$ cat src/adrc_pkg.sv
// Purpose: Shared constants and types for the reset-control link
// Assumes: 20 MHz system clock on both ends
// Notes:   Times in ns, counts derived from them
package adrc_pkg;

  // ----------------------------------------
  // Timing
  // ----------------------------------------
  localparam int CLK_NS               = 50;
  localparam int RESET_LOW_MIN_NS     = 10000;
  localparam int HW_RESET_WAIT_NS     = 20000;
  localparam int SW_RESET_WAIT_NS     = 10000;
  localparam int CORE_POWER_ON_WAIT_NS = 50000;
  localparam int IO_POWER_ON_WAIT_NS  = 50000;
  localparam int WAKEUP_COMMAND_WAIT_NS = 100000;
  localparam int WAKEUP_HW_WAIT_NS    = 150000;

  localparam logic [11:0] RESET_LOW_MIN_CYC   = 12'((RESET_LOW_MIN_NS + CLK_NS - 1) / CLK_NS);
  localparam logic [11:0] HW_RESET_WAIT_CYC   = 12'((HW_RESET_WAIT_NS + CLK_NS - 1) / CLK_NS);
  localparam logic [11:0] SW_RESET_WAIT_CYC   = 12'((SW_RESET_WAIT_NS + CLK_NS - 1) / CLK_NS);
  localparam logic [11:0] CORE_POWER_ON_CYC   = 12'((CORE_POWER_ON_WAIT_NS + CLK_NS - 1) / CLK_NS);
  localparam logic [11:0] IO_POWER_ON_CYC     = 12'((IO_POWER_ON_WAIT_NS + CLK_NS - 1) / CLK_NS);
  localparam logic [11:0] WAKEUP_CMD_CYC      = 12'((WAKEUP_COMMAND_WAIT_NS + CLK_NS - 1) / CLK_NS);
  localparam logic [11:0] WAKEUP_HW_CYC       = 12'((WAKEUP_HW_WAIT_NS + CLK_NS - 1) / CLK_NS);
  localparam logic [11:0] HOST_HW_WAIT_CYC    = (WAKEUP_HW_CYC > HW_RESET_WAIT_CYC) ?
                                                WAKEUP_HW_CYC : HW_RESET_WAIT_CYC;
  localparam logic [11:0] FRAME_GAP_CYC       = 12'h001;
  localparam logic [3:0]  SCLK_HALF_CYC       = 4'h8;

  // ----------------------------------------
  // Device register map
  // ----------------------------------------
  typedef logic [7:0] adrc_byte_t;
  localparam logic [6:0] A_IF_CFG   = 7'h00;
  localparam logic [6:0] A_STATUS   = 7'h01;
  localparam logic [6:0] A_IF_STAT  = 7'h02;
  localparam logic [6:0] A_SETUP    = 7'h03;
  localparam logic [6:0] A_USER_CFG = 7'h04;
  localparam int SRST_HI_POS = 7;
  localparam int SRST_LO_POS = 0;
  localparam int FLAG_POS    = 0;
  localparam int ERR_POS     = 0;
  localparam int REG_EN_POS  = 0;
  localparam adrc_byte_t IF_CFG_DEF   = 8'h00;
  localparam adrc_byte_t SETUP_DEF    = 8'h00;
  localparam adrc_byte_t USER_CFG_DEF = 8'h10;

  // ----------------------------------------
  // Frame and host map
  // ----------------------------------------
  localparam logic [4:0] FRAME_BITS   = 5'h10;
  localparam logic [4:0] HDR_LAST     = 5'h07;
  localparam int         RW_POS       = 15;
  localparam logic [5:0] HOST_END_PH  = 6'h21;
  localparam logic [7:0] DEV_SYNC_INI = 8'h0A;
  localparam logic [1:0] AV_CMD   = 2'h0;
  localparam logic [1:0] AV_STAT  = 2'h1;
  localparam logic [1:0] AV_RDATA = 2'h2;
  localparam int CMD_HW_POS = 16;

  typedef enum logic [3:0] {
    H_RSTLOW = 4'h1,
    H_WAIT   = 4'h2,
    H_IDLE   = 4'h4,
    H_FRAME  = 4'h8
  } adrc_hst_t;

  function automatic logic [11:0] adrc_max(input logic [11:0] a, input logic [11:0] b);
    adrc_max = (a > b) ? a : b;
  endfunction

endpackage

$ cat src/adrc_link_if.sv
// Purpose: Pins between reset controller host and device
// Assumes: All pins push-pull, one driver each
// Notes:   No clocking block
`timescale 1ns/100ps
interface adrc_link_if;
  logic rst_n_pin;
  logic sclk;
  logic cs_n;
  logic mosi;
  logic miso;
  modport dev  (input rst_n_pin, input sclk, input cs_n, input mosi, output miso);
  modport host (output rst_n_pin, output sclk, output cs_n, output mosi, input miso);
endinterface

$ cat src/adrc_device.sv
// Purpose: Device end: reset sources, not-ready timing, register link
// Assumes: Link pins and supplies are asynchronous to CLK_SYS
// Notes:   16-bit frames, SPI mode 0, read bit first
//
// The placing of the registers and the Avalon-MM slave port are this design's own decisions.
`timescale 1ns/100ps
module adrc_device (
  input  wire logic              CLK_SYS,
  input  wire logic              RESET_N,
  adrc_link_if.dev               LINK,
  input  wire logic              CORE_SUPPLY,
  input  wire logic              IO_SUPPLY,
  input  wire logic              REGULATOR_INPUT_SUPPLY,
  input  wire logic              CORE_FROM_REGULATOR,
  output logic                   READY,
  output logic                   RESET_FLAG,
  output logic                   EARLY_ACCESS_ERROR,
  output logic                   REGULATOR_OUT_EN,
  output adrc_pkg::adrc_byte_t   USER_CONFIG
);
  import adrc_pkg::*;

  // ----------------------------------------
  // Synchronisers and edges
  // ----------------------------------------
  logic [7:0]  raw;
  logic [7:0]  s;
  logic [7:0]  prev_q;
  logic        core, io, rin, cfr, rstn, sck, csn, sdi;
  logic        rst_fall, core_up, io_up, sck_rise, sck_fall, cs_fall, cs_rise;

  assign raw = {CORE_SUPPLY, IO_SUPPLY, REGULATOR_INPUT_SUPPLY, CORE_FROM_REGULATOR,
                LINK.rst_n_pin, LINK.sclk, LINK.cs_n, LINK.mosi};

  adrc_sync #(.W(8), .INI(DEV_SYNC_INI)) u_sync (
    .CLK_SYS (CLK_SYS),
    .RESET_N (RESET_N),
    .async_i (raw),
    .sync_o  (s)
  );

  assign {core, io, rin, cfr, rstn, sck, csn, sdi} = s;

  always_ff @(posedge CLK_SYS or negedge RESET_N) begin
    if (!RESET_N) begin
      prev_q <= DEV_SYNC_INI;
    end else begin
      prev_q <= s;
    end
  end

  assign rst_fall = prev_q[3] & ~rstn;
  assign core_up  = ~prev_q[7] & core;
  assign io_up    = ~prev_q[6] & io;
  assign sck_rise = ~prev_q[2] & sck & ~csn;
  assign sck_fall = prev_q[2] & ~sck & ~csn;
  assign cs_fall  = prev_q[1] & ~csn;
  assign cs_rise  = ~prev_q[1] & csn;

  // ----------------------------------------
  // Reset sources
  // ----------------------------------------
  adrc_byte_t  if_cfg_q, setup_q, user_q;
  logic        reg_on_d, reg_on_q, reg_por, hw_wake, por_ext, por, sw_rst;
  logic [11:0] cnt_q, cnt_d, load;
  logic        busy, done, ready_q, flag_q, err_q;

  assign reg_on_d = rin & io & setup_q[REG_EN_POS];
  assign reg_por  = cfr & reg_on_d & ~reg_on_q;
  assign hw_wake  = rst_fall & cfr & ~setup_q[REG_EN_POS];
  assign por_ext  = (core_up & ~cfr) | io_up;
  assign por      = por_ext | reg_por;
  assign busy     = |cnt_q;
  assign done     = cnt_q == 12'h001;

  always_ff @(posedge CLK_SYS or negedge RESET_N) begin
    if (!RESET_N) begin
      reg_on_q <= 1'b0;
    end else begin
      reg_on_q <= reg_on_d;
    end
  end

  // ----------------------------------------
  // Not-ready counter
  // ----------------------------------------
  always_comb begin
    load = 12'h000;
    if (~rstn) begin
      load = HW_RESET_WAIT_CYC;
    end
    if (hw_wake) begin
      load = adrc_max(load, WAKEUP_HW_CYC);
    end
    if (core_up & ~cfr) begin
      load = adrc_max(load, CORE_POWER_ON_CYC);
    end
    if (io_up) begin
      load = adrc_max(load, IO_POWER_ON_CYC);
    end
    if (reg_por) begin
      load = adrc_max(load, WAKEUP_CMD_CYC);
    end
    if (sw_rst) begin
      load = adrc_max(load, SW_RESET_WAIT_CYC);
    end
    cnt_d = adrc_max(load, busy ? cnt_q - 12'h001 : cnt_q);
  end

  always_ff @(posedge CLK_SYS or negedge RESET_N) begin
    if (!RESET_N) begin
      cnt_q   <= CORE_POWER_ON_CYC;
      ready_q <= 1'b0;
    end else begin
      cnt_q   <= cnt_d;
      ready_q <= cnt_d == 12'h000;
    end
  end

  // ----------------------------------------
  // Frame receiver
  // ----------------------------------------
  logic [4:0]  bitc_q;
  logic [15:0] sh_q;
  logic        bad_q, end_ok, wr_ok, rd_ok, miso_q;
  logic [6:0]  addr, hdr_addr;
  adrc_byte_t  wdat, out_q, rdata;

  assign addr     = sh_q[14:8];
  assign wdat     = sh_q[7:0];
  assign end_ok   = cs_rise & (bitc_q == FRAME_BITS) & ~bad_q;
  assign wr_ok    = end_ok & ~sh_q[RW_POS];
  assign rd_ok    = end_ok & sh_q[RW_POS];
  assign hdr_addr = {sh_q[5:0], sdi};
  assign sw_rst   = wr_ok & (addr == A_IF_CFG) & wdat[SRST_HI_POS] & wdat[SRST_LO_POS];

  always_ff @(posedge CLK_SYS or negedge RESET_N) begin
    if (!RESET_N) begin
      bitc_q <= 5'h00;
      sh_q   <= 16'h0000;
      bad_q  <= 1'b0;
    end else if (cs_fall) begin
      bitc_q <= 5'h00;
      bad_q  <= busy;
    end else begin
      if (~csn & busy) begin
        bad_q <= 1'b1;
      end
      if (sck_rise) begin
        sh_q <= {sh_q[14:0], sdi};
        if (bitc_q != FRAME_BITS) begin
          bitc_q <= bitc_q + 5'h01;
        end
      end
    end
  end

  always_comb begin
    rdata = 8'h00;
    case (hdr_addr)
      A_IF_CFG:   rdata = if_cfg_q;
      A_STATUS:   rdata[FLAG_POS] = flag_q;
      A_IF_STAT:  rdata[ERR_POS] = err_q;
      A_SETUP:    rdata = setup_q;
      A_USER_CFG: rdata = user_q;
      default:    rdata = 8'h00;
    endcase
  end

  always_ff @(posedge CLK_SYS or negedge RESET_N) begin
    if (!RESET_N) begin
      out_q  <= 8'h00;
      miso_q <= 1'b0;
    end else if (cs_fall) begin
      out_q  <= 8'h00;
      miso_q <= 1'b0;
    end else if (sck_rise && bitc_q == HDR_LAST) begin
      out_q <= (sh_q[6] & ~bad_q & ~busy) ? rdata : 8'h00;
    end else if (sck_fall) begin
      miso_q <= out_q[7];
      out_q  <= {out_q[6:0], 1'b0};
    end
  end

  // ----------------------------------------
  // Configuration registers
  // ----------------------------------------
  always_ff @(posedge CLK_SYS or negedge RESET_N) begin
    if (!RESET_N) begin
      if_cfg_q <= IF_CFG_DEF;
    end else if (rst_fall | por) begin
      if_cfg_q <= IF_CFG_DEF;
    end else if (wr_ok && addr == A_IF_CFG) begin
      if_cfg_q <= wdat;
    end else if (done) begin
      if_cfg_q[SRST_HI_POS] <= 1'b0;
      if_cfg_q[SRST_LO_POS] <= 1'b0;
    end
  end

  always_ff @(posedge CLK_SYS or negedge RESET_N) begin
    if (!RESET_N) begin
      setup_q <= SETUP_DEF;
    end else if (rst_fall) begin
      setup_q <= SETUP_DEF;
      if (hw_wake) begin
        setup_q[REG_EN_POS] <= 1'b1;
      end
    end else if (por_ext | sw_rst) begin
      setup_q <= SETUP_DEF;
    end else if (wr_ok && addr == A_SETUP) begin
      setup_q <= wdat;
    end
  end

  always_ff @(posedge CLK_SYS or negedge RESET_N) begin
    if (!RESET_N) begin
      user_q <= USER_CFG_DEF;
    end else if (rst_fall | por | sw_rst) begin
      user_q <= USER_CFG_DEF;
    end else if (wr_ok && addr == A_USER_CFG) begin
      user_q <= wdat;
    end
  end

  // ----------------------------------------
  // Status flags
  // ----------------------------------------
  always_ff @(posedge CLK_SYS or negedge RESET_N) begin
    if (!RESET_N) begin
      flag_q <= 1'b1;
    end else if (rst_fall | por | sw_rst) begin
      flag_q <= 1'b1;
    end else if (rd_ok && addr == A_STATUS) begin
      flag_q <= 1'b0;
    end
  end

  always_ff @(posedge CLK_SYS or negedge RESET_N) begin
    if (!RESET_N) begin
      err_q <= 1'b0;
    end else if (cs_fall & busy) begin
      err_q <= 1'b1;
    end else if (wr_ok && addr == A_IF_STAT && wdat[ERR_POS]) begin
      err_q <= 1'b0;
    end
  end

  // ----------------------------------------
  // Outputs
  // ----------------------------------------
  assign LINK.miso          = miso_q;
  assign READY              = ready_q;
  assign RESET_FLAG         = flag_q;
  assign EARLY_ACCESS_ERROR = err_q;
  assign REGULATOR_OUT_EN   = reg_on_q;
  assign USER_CONFIG        = user_q;
endmodule

$ cat src/adrc_sync.sv
// Purpose: Two-flop synchroniser for a bus of levels
// Assumes: Inputs are slow relative to the clock
// Notes:   First stage feeds only the second
`timescale 1ns/100ps
module adrc_sync #(
  parameter int           W   = 1,
  parameter logic [W-1:0] INI = '0
) (
  input  wire logic         CLK_SYS,
  input  wire logic         RESET_N,
  input  wire logic [W-1:0] async_i,
  output logic      [W-1:0] sync_o
);
  logic [W-1:0] meta_q;

  always_ff @(posedge CLK_SYS or negedge RESET_N) begin
    if (!RESET_N) begin
      meta_q <= INI;
      sync_o <= INI;
    end else begin
      meta_q <= async_i;
      sync_o <= meta_q;
    end
  end
endmodule
$ cat src/flat_wrapper.sv
// flat-port wrapper written by rule: the top's interface ports become plain ports
module adrc_device_flat import adrc_pkg::*;
  (CLK_SYS, RESET_N, CORE_SUPPLY, IO_SUPPLY, REGULATOR_INPUT_SUPPLY, CORE_FROM_REGULATOR, READY, RESET_FLAG, EARLY_ACCESS_ERROR, REGULATOR_OUT_EN, USER_CONFIG, LINK_rst_n_pin, LINK_sclk, LINK_cs_n, LINK_mosi, LINK_miso);
  adrc_link_if LINK_i ();
  input  wire logic CLK_SYS;
  input  wire logic RESET_N;
  input  wire logic CORE_SUPPLY;
  input  wire logic IO_SUPPLY;
  input  wire logic REGULATOR_INPUT_SUPPLY;
  input  wire logic CORE_FROM_REGULATOR;
  output logic READY;
  output logic RESET_FLAG;
  output logic EARLY_ACCESS_ERROR;
  output logic REGULATOR_OUT_EN;
  output adrc_pkg::adrc_byte_t USER_CONFIG;
  input wire logic [$bits(LINK_i.rst_n_pin)-1:0] LINK_rst_n_pin;
  input wire logic [$bits(LINK_i.sclk)-1:0] LINK_sclk;
  input wire logic [$bits(LINK_i.cs_n)-1:0] LINK_cs_n;
  input wire logic [$bits(LINK_i.mosi)-1:0] LINK_mosi;
  output wire logic [$bits(LINK_i.miso)-1:0] LINK_miso;
  assign LINK_i.rst_n_pin = LINK_rst_n_pin;
  assign LINK_i.sclk = LINK_sclk;
  assign LINK_i.cs_n = LINK_cs_n;
  assign LINK_i.mosi = LINK_mosi;
  assign LINK_miso = LINK_i.miso;
  adrc_device u_core (.CLK_SYS(CLK_SYS), .RESET_N(RESET_N), .LINK(LINK_i), .CORE_SUPPLY(CORE_SUPPLY), .IO_SUPPLY(IO_SUPPLY), .REGULATOR_INPUT_SUPPLY(REGULATOR_INPUT_SUPPLY), .CORE_FROM_REGULATOR(CORE_FROM_REGULATOR), .READY(READY), .RESET_FLAG(RESET_FLAG), .EARLY_ACCESS_ERROR(EARLY_ACCESS_ERROR), .REGULATOR_OUT_EN(REGULATOR_OUT_EN), .USER_CONFIG(USER_CONFIG));
endmodule
$ cat config.mk
export PLATFORM = sky130hd
export DESIGN_NAME = adrc_device_flat
export DESIGN_NICKNAME = d
export VERILOG_FILES = /design/src/adrc_pkg.sv /design/src/adrc_link_if.sv /design/src/adrc_device.sv /design/src/adrc_sync.sv /design/src/flat_wrapper.sv
export SDC_FILE = /design/constraint.sdc
export NUM_CORES = 1
export LEC_CHECK = 0
export BUFFER_PORTS_ARGS = -buffer_cell sky130_fd_sc_hd__buf_2
export CORE_ASPECT_RATIO = 0.7
export CORE_MARGIN = 4
export CORE_UTILIZATION = 60
export CTS_CLUSTER_SIZE = 14
export DETAILED_ROUTE_END_ITERATION = 7
export PLACE_DENSITY_LB_ADDON = 0.3
export RECOVER_POWER = 25
export SYNTH_ARGS = -nofsm -noshare
export SYNTH_HDL_FRONTEND = slang
export SYNTH_HIERARCHICAL = 1
export SYNTH_SLANG_ARGS = --single-unit
$ cat constraint.sdc
create_clock -name CLK_SYS -period 7.5 [get_ports CLK_SYS]
set_clock_uncertainty 0.1 [all_clocks]
set_input_delay 1.125 -clock CLK_SYS [delete_from_list [all_inputs] [get_ports CLK_SYS]]
set_output_delay 1.125 -clock CLK_SYS [all_outputs]
set_load 0.03 [all_outputs]
==> tab_implementation.tex <==
\begin{tabular}{lr}
\hline
Metric & Value \\
\hline
\multicolumn{2}{l}{\textbf{Cells and area}} \\
Multi-input gate area in the final layout & 2043 sq um \\
Area taken by flip-flops and latches & 2320 sq um \\
Area added between synthesis and finish & 7.645\% \\
Number of antenna diodes & 0 \\
Fraction of final layout cells sized beyond drive strength 1 & 0.1692 \\
Total Nets Final & 473 \\
Number of inserted filler cells in the final layout & 590 \\
\multicolumn{2}{l}{\textbf{Worst setup path}} \\
Number of buffers and inverters on the critical path & 2 \\
Largest incremental delay on the critical path & 2.70 ns \\
Cells along the critical path & clkbuf\_1 -> clkbuf\_1 \\
Maximum fanout encountered on the critical timing path & 74 \\
Highest-delay cell along the critical path & sky130\_fd\_sc\_hd\_\_clkbuf\_1 \\
Kind of capture point of the worst setup path & async pin \\
Required time at the worst-slack endpoint & 7.03 ns \\
Cell class contributing the biggest share of worst-path delay & buffers and inverters \\
Category of the most critical setup path & primary input to async pin \\
Critical Path Most Common Cell & sky130\_fd\_sc\_hd\_\_clkbuf\_1 \\
Category of the worst setup path launch point & primary input \\
CP arrival & 4.58 ns \\
\multicolumn{2}{l}{\textbf{Outcome}} \\
Outcome & finished with violations \\
Failing checks & capacitance limit, slew limit \\
\multicolumn{2}{l}{\textbf{Routing}} \\
Wire length per cell after detailed routing & 17.12 um \\
Via count & 3349 \\
Number of nets with antenna violations after routing & 0 \\
Count of routing violations after the opening detailed-route iteration & 292 \\
Final wirelength & 9465 um \\
TritonRoute pass-1 iters & 5 \\
Number of DRC violations after detailed routing & 0 \\
Average via count per standard cell & 6.056 \\
\multicolumn{2}{l}{\textbf{Global route}} \\
Most congested layer reported by global routing & met1 \\
Initial antenna violation count & 0 \\
Overflow left after global routing & 0 \\
Routing usage on met2 & 0.3231 \\
Wire length of the first global-routing pass & 15970 um \\
Largest net degree at the start of global routing & 75 \\
Global-route usage over all layers & 0.2302 \\
Global Route met1 Usage & 0.3297 \\
Via count of the first global-routing pass & 3130 \\
Met3 track demand over resource & 0.08584 \\
\multicolumn{2}{l}{\textbf{Timing}} \\
Final setup TNS & 0 ns \\
Max Slew Vio Count & 75 \\
Final Hold Vio Count & 0 \\
Number of endpoints failing setup at the final stage & 0 \\
Final clock period utilization by the worst path & 0.6740 \\
Final critical path time including I/O delays and setup & 5.055 ns \\
Achievable Freq & 197.8 MHz \\
Unrepaired setup endpoints after global routing & false \\
Worst-Margin Slew & 3.748 ns \\
Slew HR & -1.499 \\
\multicolumn{2}{l}{\textbf{Synth}} \\
Mean Syn Cell Area & 10.45 sq um \\
Sequential element share of the synthesized area & 0.5173 \\
Number of different library cells in the post-synthesis netlist & 60 \\
Ys flop type & sky130\_fd\_sc\_hd\_\_dfrtp\_1 \\
Seq cells post-synth & 92 \\
Post-synthesis instance area & 4484 sq um \\
Fraction of synthesis flops using an asynchronous set or reset pin & 1.000 \\
Cells after synthesis & 429 \\
Number of synthesized flops with an enable pin & 0 \\
Syn nets & 452 \\
YS warnings & 6 \\
\multicolumn{2}{l}{\textbf{Clocking}} \\
Clk slew on worst S/H paths & 0.08 ns \\
Maximum clock path buffer count & 2 \\
Post-CTS Repair Setup Buffers & 0 \\
Clock root buffer master & sky130\_fd\_sc\_hd\_\_clkbuf\_8 \\
Hold-fix buffers at CTS & 0 \\
Number of clock buffers inserted by TritonCTS & 9 \\
Insertion delay to the later sink of the worst-skew pair & 0.37 ns \\
CTS tree & done \\
\# resized after CTS & 0 \\
Clock Sinks & 92 \\
CTS H-tree depth & 3 \\
\multicolumn{2}{l}{\textbf{Power}} \\
Largest voltage drop on the vdd net & 0.1839 mV \\
Total Power Consumption & 1.297 mW \\
Leak Pwr & 2.147 nW \\
Ratio of total power to cell area & 268.8 nW/um\^{}2 \\
\multicolumn{2}{l}{\textbf{Floorplan}} \\
Starting Density & 0.6154 \\
Core area & 7287 sq um \\
Number of top-level pins & 23 \\
Placement row count & 26 \\
Die width & 111.3 um \\
Die Ht & 80.33 um \\
Die area & 8943 sq um \\
\multicolumn{2}{l}{\textbf{Flow run}} \\
Count of maximum capacitance violations & 1 \\
\multicolumn{2}{l}{\textbf{Placed design}} \\
Number of port buffers & 22 \\
Detailed-placement wirelength estimate & 6824 um \\
Routability congestion estimate & 0.9418 \\
\multicolumn{2}{l}{\textbf{Hold path}} \\
Worst hold path class & flip-flop to flip-flop \\
\hline
\end{tabular}
[Yosys cell counts, drive strengths merged, types with 6 or more instances]
library cell / count / area [sq um]
mux2i: 12 / 120.1
o21ai: 17 / 85.08
nand3b: 7 / 52.55
dfrtp: 78 / 1952
nor3: 9 / 61.31
dfstp: 14 / 367.9
a22o: 19 / 166.4
ha: 13 / 162.7
inv: 13 / 48.80
mux2: 17 / 191.4
a21oi: 32 / 160.2
nor2: 34 / 127.6
or3: 6 / 37.54
nand2: 57 / 214.0
nand3: 9 / 45.04
clkbuf: 9 / 33.78
[sequential cells by signal, indices dropped and copies added (netlist names)]
| register | count |
|---|---|
| u_core/out_q | 8 |
| u_core/LINK.miso | 1 |
| u_core/cnt_q | 12 |
| u_core/bad_q | 1 |
| u_core/prev_q | 5 |
| u_core/USER_CONFIG | 8 |
| u_core/RESET_FLAG | 1 |
| u_core/REGULATOR_OUT_EN | 1 |
| u_core/setup_q | 8 |
| u_core/EARLY_ACCESS_ERROR | 1 |
| u_core/u_sync/sync_o | 8 |
| u_core/READY | 1 |
| u_core/u_sync/meta_q | 8 |
| u_core/bitc_q | 5 |
| u_core/if_cfg_q | 8 |
| u_core/sh_q | 16 |
[routing by layer]
| layer | vias up | routed length, um |
|---|---|---|
| met3 | 15 | 842 |
| met5 | - | 0 |
| met1 | 1617 | 4590 |
| met4 | 0 | 121 |
| li1 | 1595 | - |
| met2 | 122 | 3910 |
[cell families (layout without fill, tap and decap cells)]
| logic type | after synthesis | after routing | share of synthesized area |
|---|---|---|---|
| AO/OA/AOI/OAI | 93 | 93 | 0.1392 |
| flip-flops | 92 | 92 | 0.5173 |
| buffers and inverters | 27 | 53 | 0.02706 |
| AND/OR/NAND/NOR | 166 | 166 | 0.1931 |
| XOR/XNOR | 9 | 9 | 0.01758 |
| multiplexers | 29 | 29 | 0.06948 |
| adder cells (fa/ha/maj) | 13 | 13 | 0.03627 |
[layout make-up]
class	instances	area share
clock inverter	7	0.01089
clock buffer	9	0.02566
multi-input combinational	310	0.4233
timing repair buffer	24	0.02411
inverter	13	0.01011
tap	98	0.02540
sequential	92	0.4806
[cell usage in the layout (no fill, tap or decap), types with 3 or more instances in the layout]
| master | count |
|---|---|
| sky130_fd_sc_hd__and4_1 | 4 |
| sky130_fd_sc_hd__nor4bb_1 | 3 |
| sky130_fd_sc_hd__ha_1 | 13 |
| sky130_fd_sc_hd__xor2_1 | 5 |
| sky130_fd_sc_hd__nor3b_1 | 5 |
| sky130_fd_sc_hd__or4_1 | 3 |
| sky130_fd_sc_hd__mux2_2 | 16 |
| sky130_fd_sc_hd__and3_1 | 3 |
| sky130_fd_sc_hd__xnor2_1 | 4 |
| sky130_fd_sc_hd__a21oi_1 | 32 |
| sky130_fd_sc_hd__mux2i_1 | 12 |
| sky130_fd_sc_hd__clkbuf_8 | 9 |
| sky130_fd_sc_hd__dfstp_2 | 12 |
| sky130_fd_sc_hd__nor3_1 | 7 |
| sky130_fd_sc_hd__nor2_1 | 34 |
| sky130_fd_sc_hd__inv_1 | 13 |
| sky130_fd_sc_hd__nand3b_1 | 7 |
| sky130_fd_sc_hd__clkbuf_1 | 3 |
| sky130_fd_sc_hd__nand3_1 | 9 |
| sky130_fd_sc_hd__or2_2 | 3 |
| sky130_fd_sc_hd__clkinv_4 | 3 |
| sky130_fd_sc_hd__a22o_1 | 19 |
| sky130_fd_sc_hd__nor4_1 | 5 |
| sky130_fd_sc_hd__o21ai_0 | 14 |
| sky130_fd_sc_hd__nand4_1 | 5 |
| sky130_fd_sc_hd__o31ai_1 | 3 |
| sky130_fd_sc_hd__dfrtp_1 | 78 |
| sky130_fd_sc_hd__o21ai_1 | 3 |
| sky130_fd_sc_hd__nand2_1 | 57 |
| sky130_fd_sc_hd__or3_1 | 6 |
| sky130_fd_sc_hd__buf_2 | 21 |
[report_power, final]
part	internal (mW)	total [mW]	switching, mW
combinational	0.140	0.348	0.208
clock	0.122	0.300	0.178
sequential	0.563	0.649	0.0868
[per-stage QoR]
stage          worst slack [ns]  utilization  cell area (sq um)  instances  hold slack (ns)
2_1_floorplan             4.036            -               4484        429           0.2312
3_3_place_gp              3.345       0.6398               4662        537           0.2325
3_5_place_dp              3.197       0.6398               4662        537           0.2389
4_1_cts                   3.162       0.6640               4838        553           0.2602
5_1_grt                   1.525       0.6624               4827        553           0.2613
6_report                  2.445       0.6624               4827        553           0.2594
[final timing paths]
check | start | endpoint | slack [ns] | cells after the start
max | RESET_N | u_core/prev_q[6] | 2.45 | 2
min | u_core/u_sync/meta_q[4] | u_core/u_sync/sync_o[4] | 0.26 | 0
max reg2reg | u_core/cnt_q[0] | u_core/READY | 3.03 | 12
min reg2reg | u_core/u_sync/meta_q[4] | u_core/u_sync/sync_o[4] | 0.26 | 0
max in group CLK_SYS | u_core/cnt_q[0] | u_core/READY | 3.03 | 12
min in group asynchronous | RESET_N | u_core/out_q[4] | 0.78 | 1
Note: power is estimated with default switching activity, not from simulation.
